File: config.mk
export PLATFORM = sky130hd
export DESIGN_NAME = ssdd_top
export DESIGN_NICKNAME = d
export VERILOG_FILES = /design/src/verilog/ssdd_pkg.sv /design/src/verilog/ssdd_div.sv /design/src/verilog/ssdd_top.sv
export SDC_FILE = /design/constraint.sdc
export NUM_CORES = 1
export LEC_CHECK = 0
export ABC_CLOCK_PERIOD_IN_PS = 11500
export BUFFER_PORTS_ARGS = -buffer_cell sky130_fd_sc_hd__buf_4
export CAP_MARGIN = 20
export CORE_UTILIZATION = 65
export CTS_BUF_LIST = sky130_fd_sc_hd__clkbuf_8 sky130_fd_sc_hd__clkbuf_16
export DETAILED_ROUTE_END_ITERATION = 10
export PLACE_DENSITY = 0.87
export SLEW_MARGIN = 15
export SYNTH_ARGS = -nofsm -noshare
export SYNTH_HDL_FRONTEND = slang
export SYNTH_HIERARCHICAL = 1
export SYNTH_SLANG_ARGS = --single-unit
export TNS_END_PERCENT = 100
File: constraint.sdc
create_clock -name mclk -period 11.5 [get_ports mclk]
set_input_delay 0.575 -clock mclk [delete_from_list [all_inputs] [get_ports mclk]]
set_output_delay 0.575 -clock mclk [all_outputs]
set_load 0.03 [all_outputs]
File: src/verilog/ssdd_pkg.sv
`default_nettype none

package ssdd_pkg;

    // ----------------------------------------------------------------
    // register map
    // ----------------------------------------------------------------
    localparam int unsigned PROG_AW          = 11;
    localparam logic [10:0] ADDR_BURST_LEN   = 11'h13e;
    localparam logic [10:0] ADDR_DELAY_CLEAR = 11'h143;
    localparam logic [10:0] ADDR_STEP_CNT    = 11'h144;
    localparam int unsigned CLEAR_BIT        = 0;
    localparam int unsigned FLUSHED_BIT      = 1;
    localparam int unsigned BURST_CODE_LSB   = 0;
    localparam int unsigned BURST_CODE_W     = 2;
    localparam logic [7:0]  BURST_LEN_RST    = 8'h00;
    localparam logic [7:0]  STEP_CNT_RST     = 8'h00;
    localparam logic        CLEAR_RST        = 1'b1;

    // ----------------------------------------------------------------
    // timing and limits
    // ----------------------------------------------------------------
    localparam logic [3:0]  CLEAR_HOLD_CYC   = 4'hf;
    localparam logic [9:0]  DDLY_MIN         = 10'h008;
    localparam logic [9:0]  DDLY_MAX         = 10'h3ff;

    // ----------------------------------------------------------------
    // mode encodings
    // ----------------------------------------------------------------
    localparam logic [1:0]  SYNC_OFF         = 2'h0;
    localparam logic [1:0]  SYNC_PIN         = 2'h1;
    localparam logic [1:0]  SYNC_PIN_PULSER  = 2'h2;
    localparam logic [1:0]  SYNC_PROG_PULSER = 2'h3;
    localparam logic [1:0]  SRC_RECLK        = 2'h0;
    localparam logic [1:0]  SRC_SYNC_RECLK   = 2'h1;
    localparam logic [1:0]  SRC_PULSER       = 2'h2;
    localparam logic [1:0]  SRC_CONT         = 2'h3;

    typedef enum logic [1:0] {P_IDLE, P_ARMED, P_BURST} ssdd_pulser_t;

endpackage : ssdd_pkg

`default_nettype wire

File: src/verilog/ssdd_div.sv
`default_nettype none

module ssdd_div
    import ssdd_pkg::*;
#(
    parameter int unsigned W = 10
)
(
    input  wire logic         mclk,
    input  wire logic         rst_n,
    input  wire logic         hold,
    input  wire logic         start,
    input  wire logic         step_load,
    input  wire logic [7:0]   step_count,
    input  wire logic         step_en,
    input  wire logic [W-1:0] div_val,
    input  wire logic [W-1:0] delay_val,
    input  wire logic [W-1:0] alt_val,
    input  wire logic         half_step,
    output logic              clk_out,
    output logic              period_end
);

    logic [W-1:0] cnt_q;
    logic [W-1:0] cnt_d;
    logic [W-1:0] len_q;
    logic [W-1:0] len_d;
    logic [W-1:0] high_len;
    logic [7:0]   steps_q;
    logic [7:0]   steps_d;
    logic         dly_q;
    logic         dly_d;
    logic         pos_q;
    logic         pos_d;
    logic         neg_q;
    logic         pe_q;
    logic         pe_d;
    logic         wrap;

    // ----------------------------------------------------------------
    // period counter with substituted lengths
    // ----------------------------------------------------------------
    always_comb
    begin
        wrap     = (cnt_q == len_q - 1'b1);
        high_len = {1'b0, div_val[W-1:1]} + W'(div_val[0]);
        cnt_d    = wrap ? '0 : cnt_q + 1'b1;
        len_d    = len_q;
        steps_d  = steps_q;
        dly_d    = dly_q;
        if (wrap)
        begin
            dly_d = 1'b0;
            if (steps_q != 8'h00)
            begin
                len_d   = alt_val;
                steps_d = steps_q - 1'b1;
            end
            else
                len_d = div_val;
        end
        if (step_load)
            steps_d = step_en ? step_count : 8'h00;
        if (hold)
        begin
            cnt_d   = '0;
            len_d   = div_val;
            dly_d   = 1'b0;
            steps_d = 8'h00;
        end
        else if (start)
        begin
            cnt_d = '0;
            len_d = delay_val;
            dly_d = 1'b1;
        end
        pos_d = !hold && !dly_d && (cnt_d < high_len);
        pe_d  = wrap && !hold && !start;
    end

    always_ff @(posedge mclk)
    begin
        if (!rst_n)
        begin
            cnt_q   <= '0;
            len_q   <= '1;
            steps_q <= 8'h00;
            dly_q   <= 1'b0;
            pos_q   <= 1'b0;
            pe_q    <= 1'b0;
        end
        else
        begin
            cnt_q   <= cnt_d;
            len_q   <= len_d;
            steps_q <= steps_d;
            dly_q   <= dly_d;
            pos_q   <= pos_d;
            pe_q    <= pe_d;
        end
    end

    // half-period retime for fine delay
    always_ff @(negedge mclk)
    begin
        if (!rst_n)
            neg_q <= 1'b0;
        else
            neg_q <= pos_q;
    end

    assign clk_out    = half_step ? neg_q : pos_q;
    assign period_end = pe_q;

    // ----------------------------------------------------------------
    // checks
    // ----------------------------------------------------------------
    step_load_a: assert property (@(posedge mclk) disable iff (!rst_n)
        step_load && step_en && !hold |=> steps_q == $past(step_count))
        else $error("step count not loaded on write");

    alt_subst_a: assert property (@(posedge mclk) disable iff (!rst_n)
        wrap && steps_q != 8'h00 && !hold && !start && !step_load
        |=> len_q == $past(alt_val) && steps_q == $past(steps_q) - 1'b1)
        else $error("alternate divide not substituted");

    fixed_start_a: assert property (@(posedge mclk) disable iff (!rst_n)
        start && !hold |=> len_q == $past(delay_val) && !pos_q)
        else $error("fixed delay not applied at sync release");

    hold_low_a: assert property (@(posedge mclk) disable iff (!rst_n)
        hold |=> cnt_q == '0 && !pos_q && !pe_q)
        else $error("divider not held in reset during sync");

endmodule : ssdd_div

`default_nettype wire

File: src/verilog/ssdd_top.sv
`default_nettype none

module ssdd_top
    import ssdd_pkg::*;
#(
    parameter int unsigned NDIV  = 3,
    parameter int unsigned DEPTH = 16
)
(
    input  wire logic              mclk,
    input  wire logic              rst_n,
    input  wire logic              prog_wr,
    input  wire logic [10:0]       prog_addr,
    input  wire logic [7:0]        prog_wdata,
    output logic [7:0]             prog_rdata,
    input  wire logic              sync_pin,
    input  wire logic              request_pin,
    input  wire logic              sync_polarity_sel,
    input  wire logic [1:0]        sync_mode,
    input  wire logic [1:0]        sref_source_select,
    input  wire logic              request_mode_enable,
    input  wire logic              pulser_power_down,
    input  wire logic              sref_power_down,
    input  wire logic [NDIV-1:0]   out_sync_block,
    input  wire logic              sref_divider_sync_block,
    input  wire logic [NDIV*10-1:0] device_clk_divide_value,
    input  wire logic [NDIV*10-1:0] device_clk_coarse_delay,
    input  wire logic [NDIV-1:0]   device_clk_half_step,
    input  wire logic [NDIV-1:0]   coarse_delay_power_down,
    input  wire logic [NDIV-1:0]   dyn_delay_out_enable,
    input  wire logic              dyn_delay_sref_enable,
    input  wire logic [12:0]       sref_frame_divider,
    input  wire logic [12:0]       sref_divider_offset,
    input  wire logic [$clog2(DEPTH)-1:0] local_sref_coarse_delay,
    output logic [NDIV-1:0]        dclk_out,
    output logic                   sref_out
);

    function automatic logic [9:0] ddly_clamp(input logic [9:0] v);
        if (v < DDLY_MIN)
            ddly_clamp = DDLY_MIN;
        else
            ddly_clamp = v;
    endfunction : ddly_clamp

    // ----------------------------------------------------------------
    // pin synchronisers and sync event
    // ----------------------------------------------------------------
    logic sync_meta_q, sync_pin_q, req_meta_q, req_pin_q;
    logic sync_q, sync_d, sync_rise, sync_fall;

    always_comb
    begin
        sync_d    = (sync_pin_q ^ sync_polarity_sel)
                    && (sync_mode != SYNC_OFF);
        sync_rise = sync_d && !sync_q;
        sync_fall = !sync_d && sync_q;
    end

    always_ff @(posedge mclk)
    begin
        if (!rst_n)
        begin
            sync_meta_q <= 1'b0;
            sync_pin_q  <= 1'b0;
            req_meta_q  <= 1'b0;
            req_pin_q   <= 1'b0;
            sync_q      <= 1'b0;
        end
        else
        begin
            sync_meta_q <= sync_pin;
            sync_pin_q  <= sync_meta_q;
            req_meta_q  <= request_pin;
            req_pin_q   <= req_meta_q;
            sync_q      <= sync_d;
        end
    end

    // ----------------------------------------------------------------
    // programming registers
    // ----------------------------------------------------------------
    logic [7:0] burst_len_q, burst_len_d, step_q, step_d, rdata_q, rdata_d;
    logic       clear_q, clear_d, step_ld_q, step_ld_d, burst_wr;
    logic       pd_q, flushed;
    logic [3:0] clr_cnt_q, clr_cnt_d;

    always_comb
    begin
        burst_wr    = prog_wr && (prog_addr == ADDR_BURST_LEN);
        burst_len_d = burst_wr ? prog_wdata : burst_len_q;
        step_ld_d   = prog_wr && (prog_addr == ADDR_STEP_CNT);
        step_d      = step_ld_d ? prog_wdata : step_q;
        clear_d     = clear_q;
        if (prog_wr && prog_addr == ADDR_DELAY_CLEAR)
            clear_d = prog_wdata[CLEAR_BIT];
        flushed   = (clr_cnt_q == CLEAR_HOLD_CYC);
        clr_cnt_d = clr_cnt_q;
        if (pd_q && !pulser_power_down)
            clr_cnt_d = 4'h0;
        else if (clear_q && !flushed)
            clr_cnt_d = clr_cnt_q + 1'b1;
        if (clear_d && !clear_q)
            clr_cnt_d = 4'h0;
        case (prog_addr)
            ADDR_BURST_LEN:   rdata_d = burst_len_q;
            ADDR_STEP_CNT:    rdata_d = step_q;
            ADDR_DELAY_CLEAR:
                rdata_d = 8'({flushed, clear_q}) << CLEAR_BIT;
            default:          rdata_d = 8'h00;
        endcase
    end

    always_ff @(posedge mclk)
    begin
        if (!rst_n)
        begin
            burst_len_q <= BURST_LEN_RST;
            step_q      <= STEP_CNT_RST;
            step_ld_q   <= 1'b0;
            clear_q     <= CLEAR_RST;
            clr_cnt_q   <= 4'h0;
            pd_q        <= 1'b1;
            rdata_q     <= 8'h00;
        end
        else
        begin
            burst_len_q <= burst_len_d;
            step_q      <= step_d;
            step_ld_q   <= step_ld_d;
            clear_q     <= clear_d;
            clr_cnt_q   <= clr_cnt_d;
            pd_q        <= pulser_power_down;
            rdata_q     <= rdata_d;
        end
    end

    assign prog_rdata = rdata_q;

    // ----------------------------------------------------------------
    // device clock and sysref dividers
    // ----------------------------------------------------------------
    logic sref_clk, sref_pe;

    for (genvar i = 0; i < NDIV; i++)
    begin : g_dclk
        logic [9:0] dv, dly;
        assign dv  = device_clk_divide_value[i*10 +: 10];
        assign dly = coarse_delay_power_down[i] ? dv
                   : ddly_clamp(device_clk_coarse_delay[i*10 +: 10]);
        ssdd_div #(.W(10)) u_div (
            .mclk       (mclk),
            .rst_n      (rst_n),
            .hold       (sync_q && !out_sync_block[i]),
            .start      (sync_fall && !out_sync_block[i]),
            .step_load  (step_ld_q),
            .step_count (step_q),
            .step_en    (dyn_delay_out_enable[i]),
            .div_val    (dv),
            .delay_val  (dly),
            .alt_val    (dv + 10'h001),
            .half_step  (device_clk_half_step[i]),
            .clk_out    (dclk_out[i]),
            .period_end ()
        );

        delay_range_a: assert property (@(posedge mclk)
            disable iff (!rst_n)
            !coarse_delay_power_down[i] |-> dly >= DDLY_MIN && dly <= DDLY_MAX)
            else $error("coarse delay outside its range");
    end

    ssdd_div #(.W(13)) u_sref_div (
        .mclk       (mclk),
        .rst_n      (rst_n),
        .hold       (sync_q && !sref_divider_sync_block),
        .start      (sync_fall && !sref_divider_sync_block),
        .step_load  (step_ld_q),
        .step_count (step_q),
        .step_en    (dyn_delay_sref_enable),
        .div_val    (sref_frame_divider),
        .delay_val  (sref_divider_offset),
        .alt_val    (sref_divider_offset),
        .half_step  (1'b0),
        .clk_out    (sref_clk),
        .period_end (sref_pe)
    );

    // ----------------------------------------------------------------
    // pulser, request gate and source select
    // ----------------------------------------------------------------
    ssdd_pulser_t st_q, st_d;
    logic [3:0]   left_q, left_d;
    logic         gate_q, gate_d, req_q, req_d, sel_q, sel_d;
    logic         pulser_on, req_mode, trig;

    always_comb
    begin
        pulser_on = (sref_source_select == SRC_PULSER) && !pulser_power_down
                    && !request_mode_enable;
        req_mode  = request_mode_enable && (sref_source_select == SRC_PULSER);
        trig = pulser_on
               && ((sync_mode == SYNC_PIN_PULSER && sync_rise)
               || (sync_mode == SYNC_PROG_PULSER && burst_wr));
        st_d   = st_q;
        left_d = left_q;
        case (st_q)
            P_IDLE:  if (trig) st_d = P_ARMED;
            P_ARMED:
                if (sref_pe)
                begin
                    st_d   = P_BURST;
                    left_d = 4'h1 << burst_len_q[BURST_CODE_LSB +:
                             BURST_CODE_W];
                end
            P_BURST:
                if (sref_pe)
                begin
                    left_d = left_q - 1'b1;
                    if (left_q == 4'h1) st_d = P_IDLE;
                end
            default: st_d = P_IDLE;
        endcase
        if (!pulser_on) st_d = P_IDLE;
        gate_d = sref_pe ? (st_d == P_BURST) : gate_q;
        req_d  = sref_pe ? (req_pin_q && req_mode) : req_q;
        if (!req_mode) req_d = 1'b0;
        case (sref_source_select)
            SRC_PULSER: sel_d = sref_clk && (gate_d || req_d);
            SRC_CONT:   sel_d = sref_clk;
            default:    sel_d = sync_q;
        endcase
        if (sref_power_down) sel_d = 1'b0;
    end

    always_ff @(posedge mclk)
    begin
        if (!rst_n)
        begin
            st_q   <= P_IDLE;
            left_q <= 4'h0;
            gate_q <= 1'b0;
            req_q  <= 1'b0;
            sel_q  <= 1'b0;
        end
        else
        begin
            st_q   <= st_d;
            left_q <= left_d;
            gate_q <= gate_d;
            req_q  <= req_d;
            sel_q  <= sel_d;
        end
    end

    // ----------------------------------------------------------------
    // local coarse delay shift buffer
    // ----------------------------------------------------------------
    logic [DEPTH-1:0] shift_q, shift_d;
    logic             out_q, out_d;

    always_comb
    begin
        shift_d = clear_q ? '0 : {shift_q[DEPTH-2:0], sel_q};
        out_d   = clear_q ? 1'b0 : shift_q[local_sref_coarse_delay];
    end

    always_ff @(posedge mclk)
    begin
        if (!rst_n)
        begin
            shift_q <= '0;
            out_q   <= 1'b0;
        end
        else
        begin
            shift_q <= shift_d;
            out_q   <= out_d;
        end
    end

    assign sref_out = out_q;

    // ----------------------------------------------------------------
    // checks
    // ----------------------------------------------------------------
    clear_flush_a: assert property (@(posedge mclk) disable iff (!rst_n)
        clear_q |=> !sref_out && shift_q == '0)
        else $error("local delay not flushed while clear set");

    reset_clear_a: assert property (@(posedge mclk) disable iff (!rst_n)
        $rose(rst_n) |-> clear_q && prog_rdata == 8'h00 ##1 clear_q)
        else $error("clear bit not set after reset");

    burst_count_a: assert property (@(posedge mclk) disable iff (!rst_n)
        st_q == P_ARMED && sref_pe && pulser_on
        |=> st_q == P_BURST
            && left_q == (4'h1 << $past(burst_len_q[1:0])))
        else $error("burst length not a power of two of the code");

    prog_trigger_a: assert property (@(posedge mclk) disable iff (!rst_n)
        burst_wr && pulser_on && sync_mode == SYNC_PROG_PULSER
        && st_q == P_IDLE |=> st_q == P_ARMED || !pulser_on)
        else $error("burst length write did not start pulser");

    cont_out_a: assert property (@(posedge mclk) disable iff (!rst_n)
        sref_source_select == SRC_CONT && !sref_power_down
        |=> sel_q == $past(sref_clk))
        else $error("continuous sysref interrupted");

    no_runt_a: assert property (@(posedge mclk) disable iff (!rst_n)
        $changed(req_q) && $past(req_mode) |-> $past(sref_pe))
        else $error("request gate changed mid period");

    pin_pulser_a: assert property (@(posedge mclk) disable iff (!rst_n)
        sync_rise && pulser_on && sync_mode == SYNC_PIN_PULSER
        && st_q == P_IDLE |=> st_q == P_ARMED || !pulser_on)
        else $error("pin sync did not start pulser");

    repulse_flush_a: assert property (@(posedge mclk) disable iff (!rst_n)
        pd_q && !pulser_power_down |=> clr_cnt_q == 4'h0 ##1 !flushed)
        else $error("pulser power-up did not restart flush count");

endmodule : ssdd_top

`default_nettype wire
==> flow_summary.toml <==
[placed_design]
placedInstanceArea_sq_um = 15300
pre_cts_ws_ps = 4430
gp_congestion = 0.959
numPortBuffers = 147
detailedPlacementHpwl_um = 27100
number_of_placed_cells_counting_well_taps = 2097

[finish]
finish.net_count = 2046
final_cell_area_excluding_filler_cells_sq_um = 15900
n_antenna_cell = 0
num-fill-cells = 1591
layout-area-overhead-vs-synth_pct = 12.3
post_layout_nonfiller_instances = 2129
post_route_cells_drive_above_1_share = 0.151

[clock_tree]
clk_root_buffer_cell = "clkbuf_16"
post_cts_setup_buffers = 0
cts_buffer_depth = 2
worst_setup_hold_path_clk_slew_ps = 80
cts.repair.resized = 0
clock_sinks = 193
cts_max_level = 4
worst_skew_pair.late_latency_ps = 460
tritoncts_clock_tree = "yes"
cts_made_buffers = 17
holdBufCountCts = 0

[die]
placement_row_count = 53
die_area_sq_um = 22400
ios = 148
die_w_um = 150
core_area_sq_um = 21200
die-height_um = 150
initial_core_util = 0.669

[sta]
worst_clock_skew_ps = 28.2
setup-violations-final = 0
pins_over_slew_limit = 0
grt_setup_unrepaired = "no"
max_slew.worst_pin.slew_ps = 1080
timing_hold_violations_final = 0
hold-worst-slack_ps = 339
max_slew_margin = 0.282
totalNegativeSetupSlack_ps = 0
post-route-worst-setup-slack_ps = 4010

[routing]
route.detailed.wl_per_inst_um = 17.7
detail_route.iter0.violations = 1179
drc_errors = 0
ant_nets = 0
sum_of_routed_wire_length_over_all_layers_um = 37700
drt_pass1_iterations = 6
vias = 13700
route.detailed.vias_per_inst = 6.45

[critical_path]
reg2regPathDepth = 1
timing.rr.end = "u_sref_div/neg_q"
critPathArrivalTime_ps = 6910
worstPathMaxFanout = 1
criticalPathCategory = "flip-flop to output pin"
r2r_start = "u_sref_div/pos_q"
required_ps = 10930
ff2ff_setup_slack_ps = 5220
timing.critical_path.from = "g_dclk[0].u_div/neg_q"
endpoint_kind = "output pin"
timing.critical_path.from_type = "flip-flop"

[global_route]
first_pass_grt_wire_length_um = 61300
grt_antenna_before_repair = 0
grt_overflow_total = 0
grt_pass1_vias = 12900
pin_count_of_the_biggest_net_entering_global_routing = 72
grt_usage = 0.334

[yosys]
synth.avg_cell_area_sq_um = 8.06
syn_nets = 1959
ys.warnings.count = 6
synth_area_sq_um = 14100
syn-instance-count = 1754

[status]
status = "complete, no violations"

[pwr]
leakage_nw = 6.36
power.density_nw_per_um2 = 99.4
vdd_drop_max_mv = 0.105

[flow_run]
max_cap_violations = 0

[min_path]
worstHoldEndpoint = "sel_q"
hold_path_class = "input port to flip-flop"
startpoint_of_the_worst_hold_path = "sref_power_down"
whs_path_depth = 2
## worst max-delay path by stage
stage | end
final | dclk_out[0]
after global placement | g_dclk[0].u_div/neg_q
after floorplan | u_sref_div/neg_q
after global routing | dclk_out[0]
after CTS | dclk_out[0]
after detailed placement | u_sref_div/neg_q
## metal layers
metal | track usage | wire length [um] | up-vias
li1 | - | - | 6605
met1 | 0.428 | 16300 | 6473
met2 | 0.571 | 18300 | 575
met3 | 0.0503 | 2320 | 80
met4 | 0.111 | 812 | 0
met5 | 0 | 0 | -
## area by class of cell
class                   count  area (sq um)  area share
clock buffers              17           425      0.0268
multi-input cells        1385          9550       0.602
repair buffers            157          1180      0.0742
inverters                  83           312      0.0196
well taps                 275           344      0.0217
clock inverters            19           201      0.0127
flip-flops and latches    193          3860       0.243
## report_power, final
group,internal [W],switching (W),total (W)
Sequential,0.000688,0.0000281,0.000716
Combinational,0.000116,0.000141,0.000256
Clock,0.000297,0.000308,0.000605
Total,0.00110,0.000477,0.00158
## flip-flops by register name, indices dropped and copies added (netlist names), 2 cells and up
| register | count |
|---|---|
| burst_len_q | 8 |
| clr_cnt_q | 4 |
| g_dclk.u_div/cnt_q | 30 |
| g_dclk.u_div/dly_q | 3 |
| g_dclk.u_div/len_q | 30 |
| g_dclk.u_div/neg_q | 3 |
| g_dclk.u_div/pos_q | 3 |
| g_dclk.u_div/steps_q | 24 |
| left_q | 4 |
| prog_rdata | 8 |
| shift_q | 16 |
| st_q | 2 |
| step_q | 8 |
| u_sref_div/cnt_q | 13 |
| u_sref_div/len_q | 13 |
| u_sref_div/steps_q | 8 |
## per-stage QoR
step	power (W)	util
2_1_floorplan	0.000886	-
3_3_place_gp	0.000975	0.722
3_5_place_dp	0.000985	0.722
4_1_cts	0.00158	0.751
5_1_grt	0.00164	0.751
6_report	0.00158	0.751
## critical path, cell delays in order, from the launching register on
cell and delay, ps:
dfxtp_1 280, mux2_2 250, buf_4 170
## layout by cell type, fill, tap and decap left out, types with 15 or more instances in the layout
| cell | instances |
|---|---|
| nor4_1 | 26 |
| mux2_2 | 29 |
| xnor2_1 | 57 |
| xor2_1 | 86 |
| clkbuf_16 | 17 |
| dfxtp_1 | 192 |
| o211ai_1 | 36 |
| inv_1 | 87 |
| nor3_1 | 55 |
| and3_1 | 49 |
| mux2i_1 | 34 |
| ha_1 | 69 |
| o21ai_0 | 30 |
| nand3_1 | 119 |
| and2_1 | 18 |
| o2111ai_1 | 16 |
| a21oi_1 | 95 |
| nor3b_1 | 47 |
| nand4_1 | 15 |
| a221oi_1 | 19 |
| nand2_1 | 139 |
| nor2b_1 | 18 |
| nor2_1 | 125 |
| o22ai_1 | 61 |
| buf_4 | 157 |
| nand2b_1 | 30 |
No activity file was read; power rests on OpenSTA's default activity.
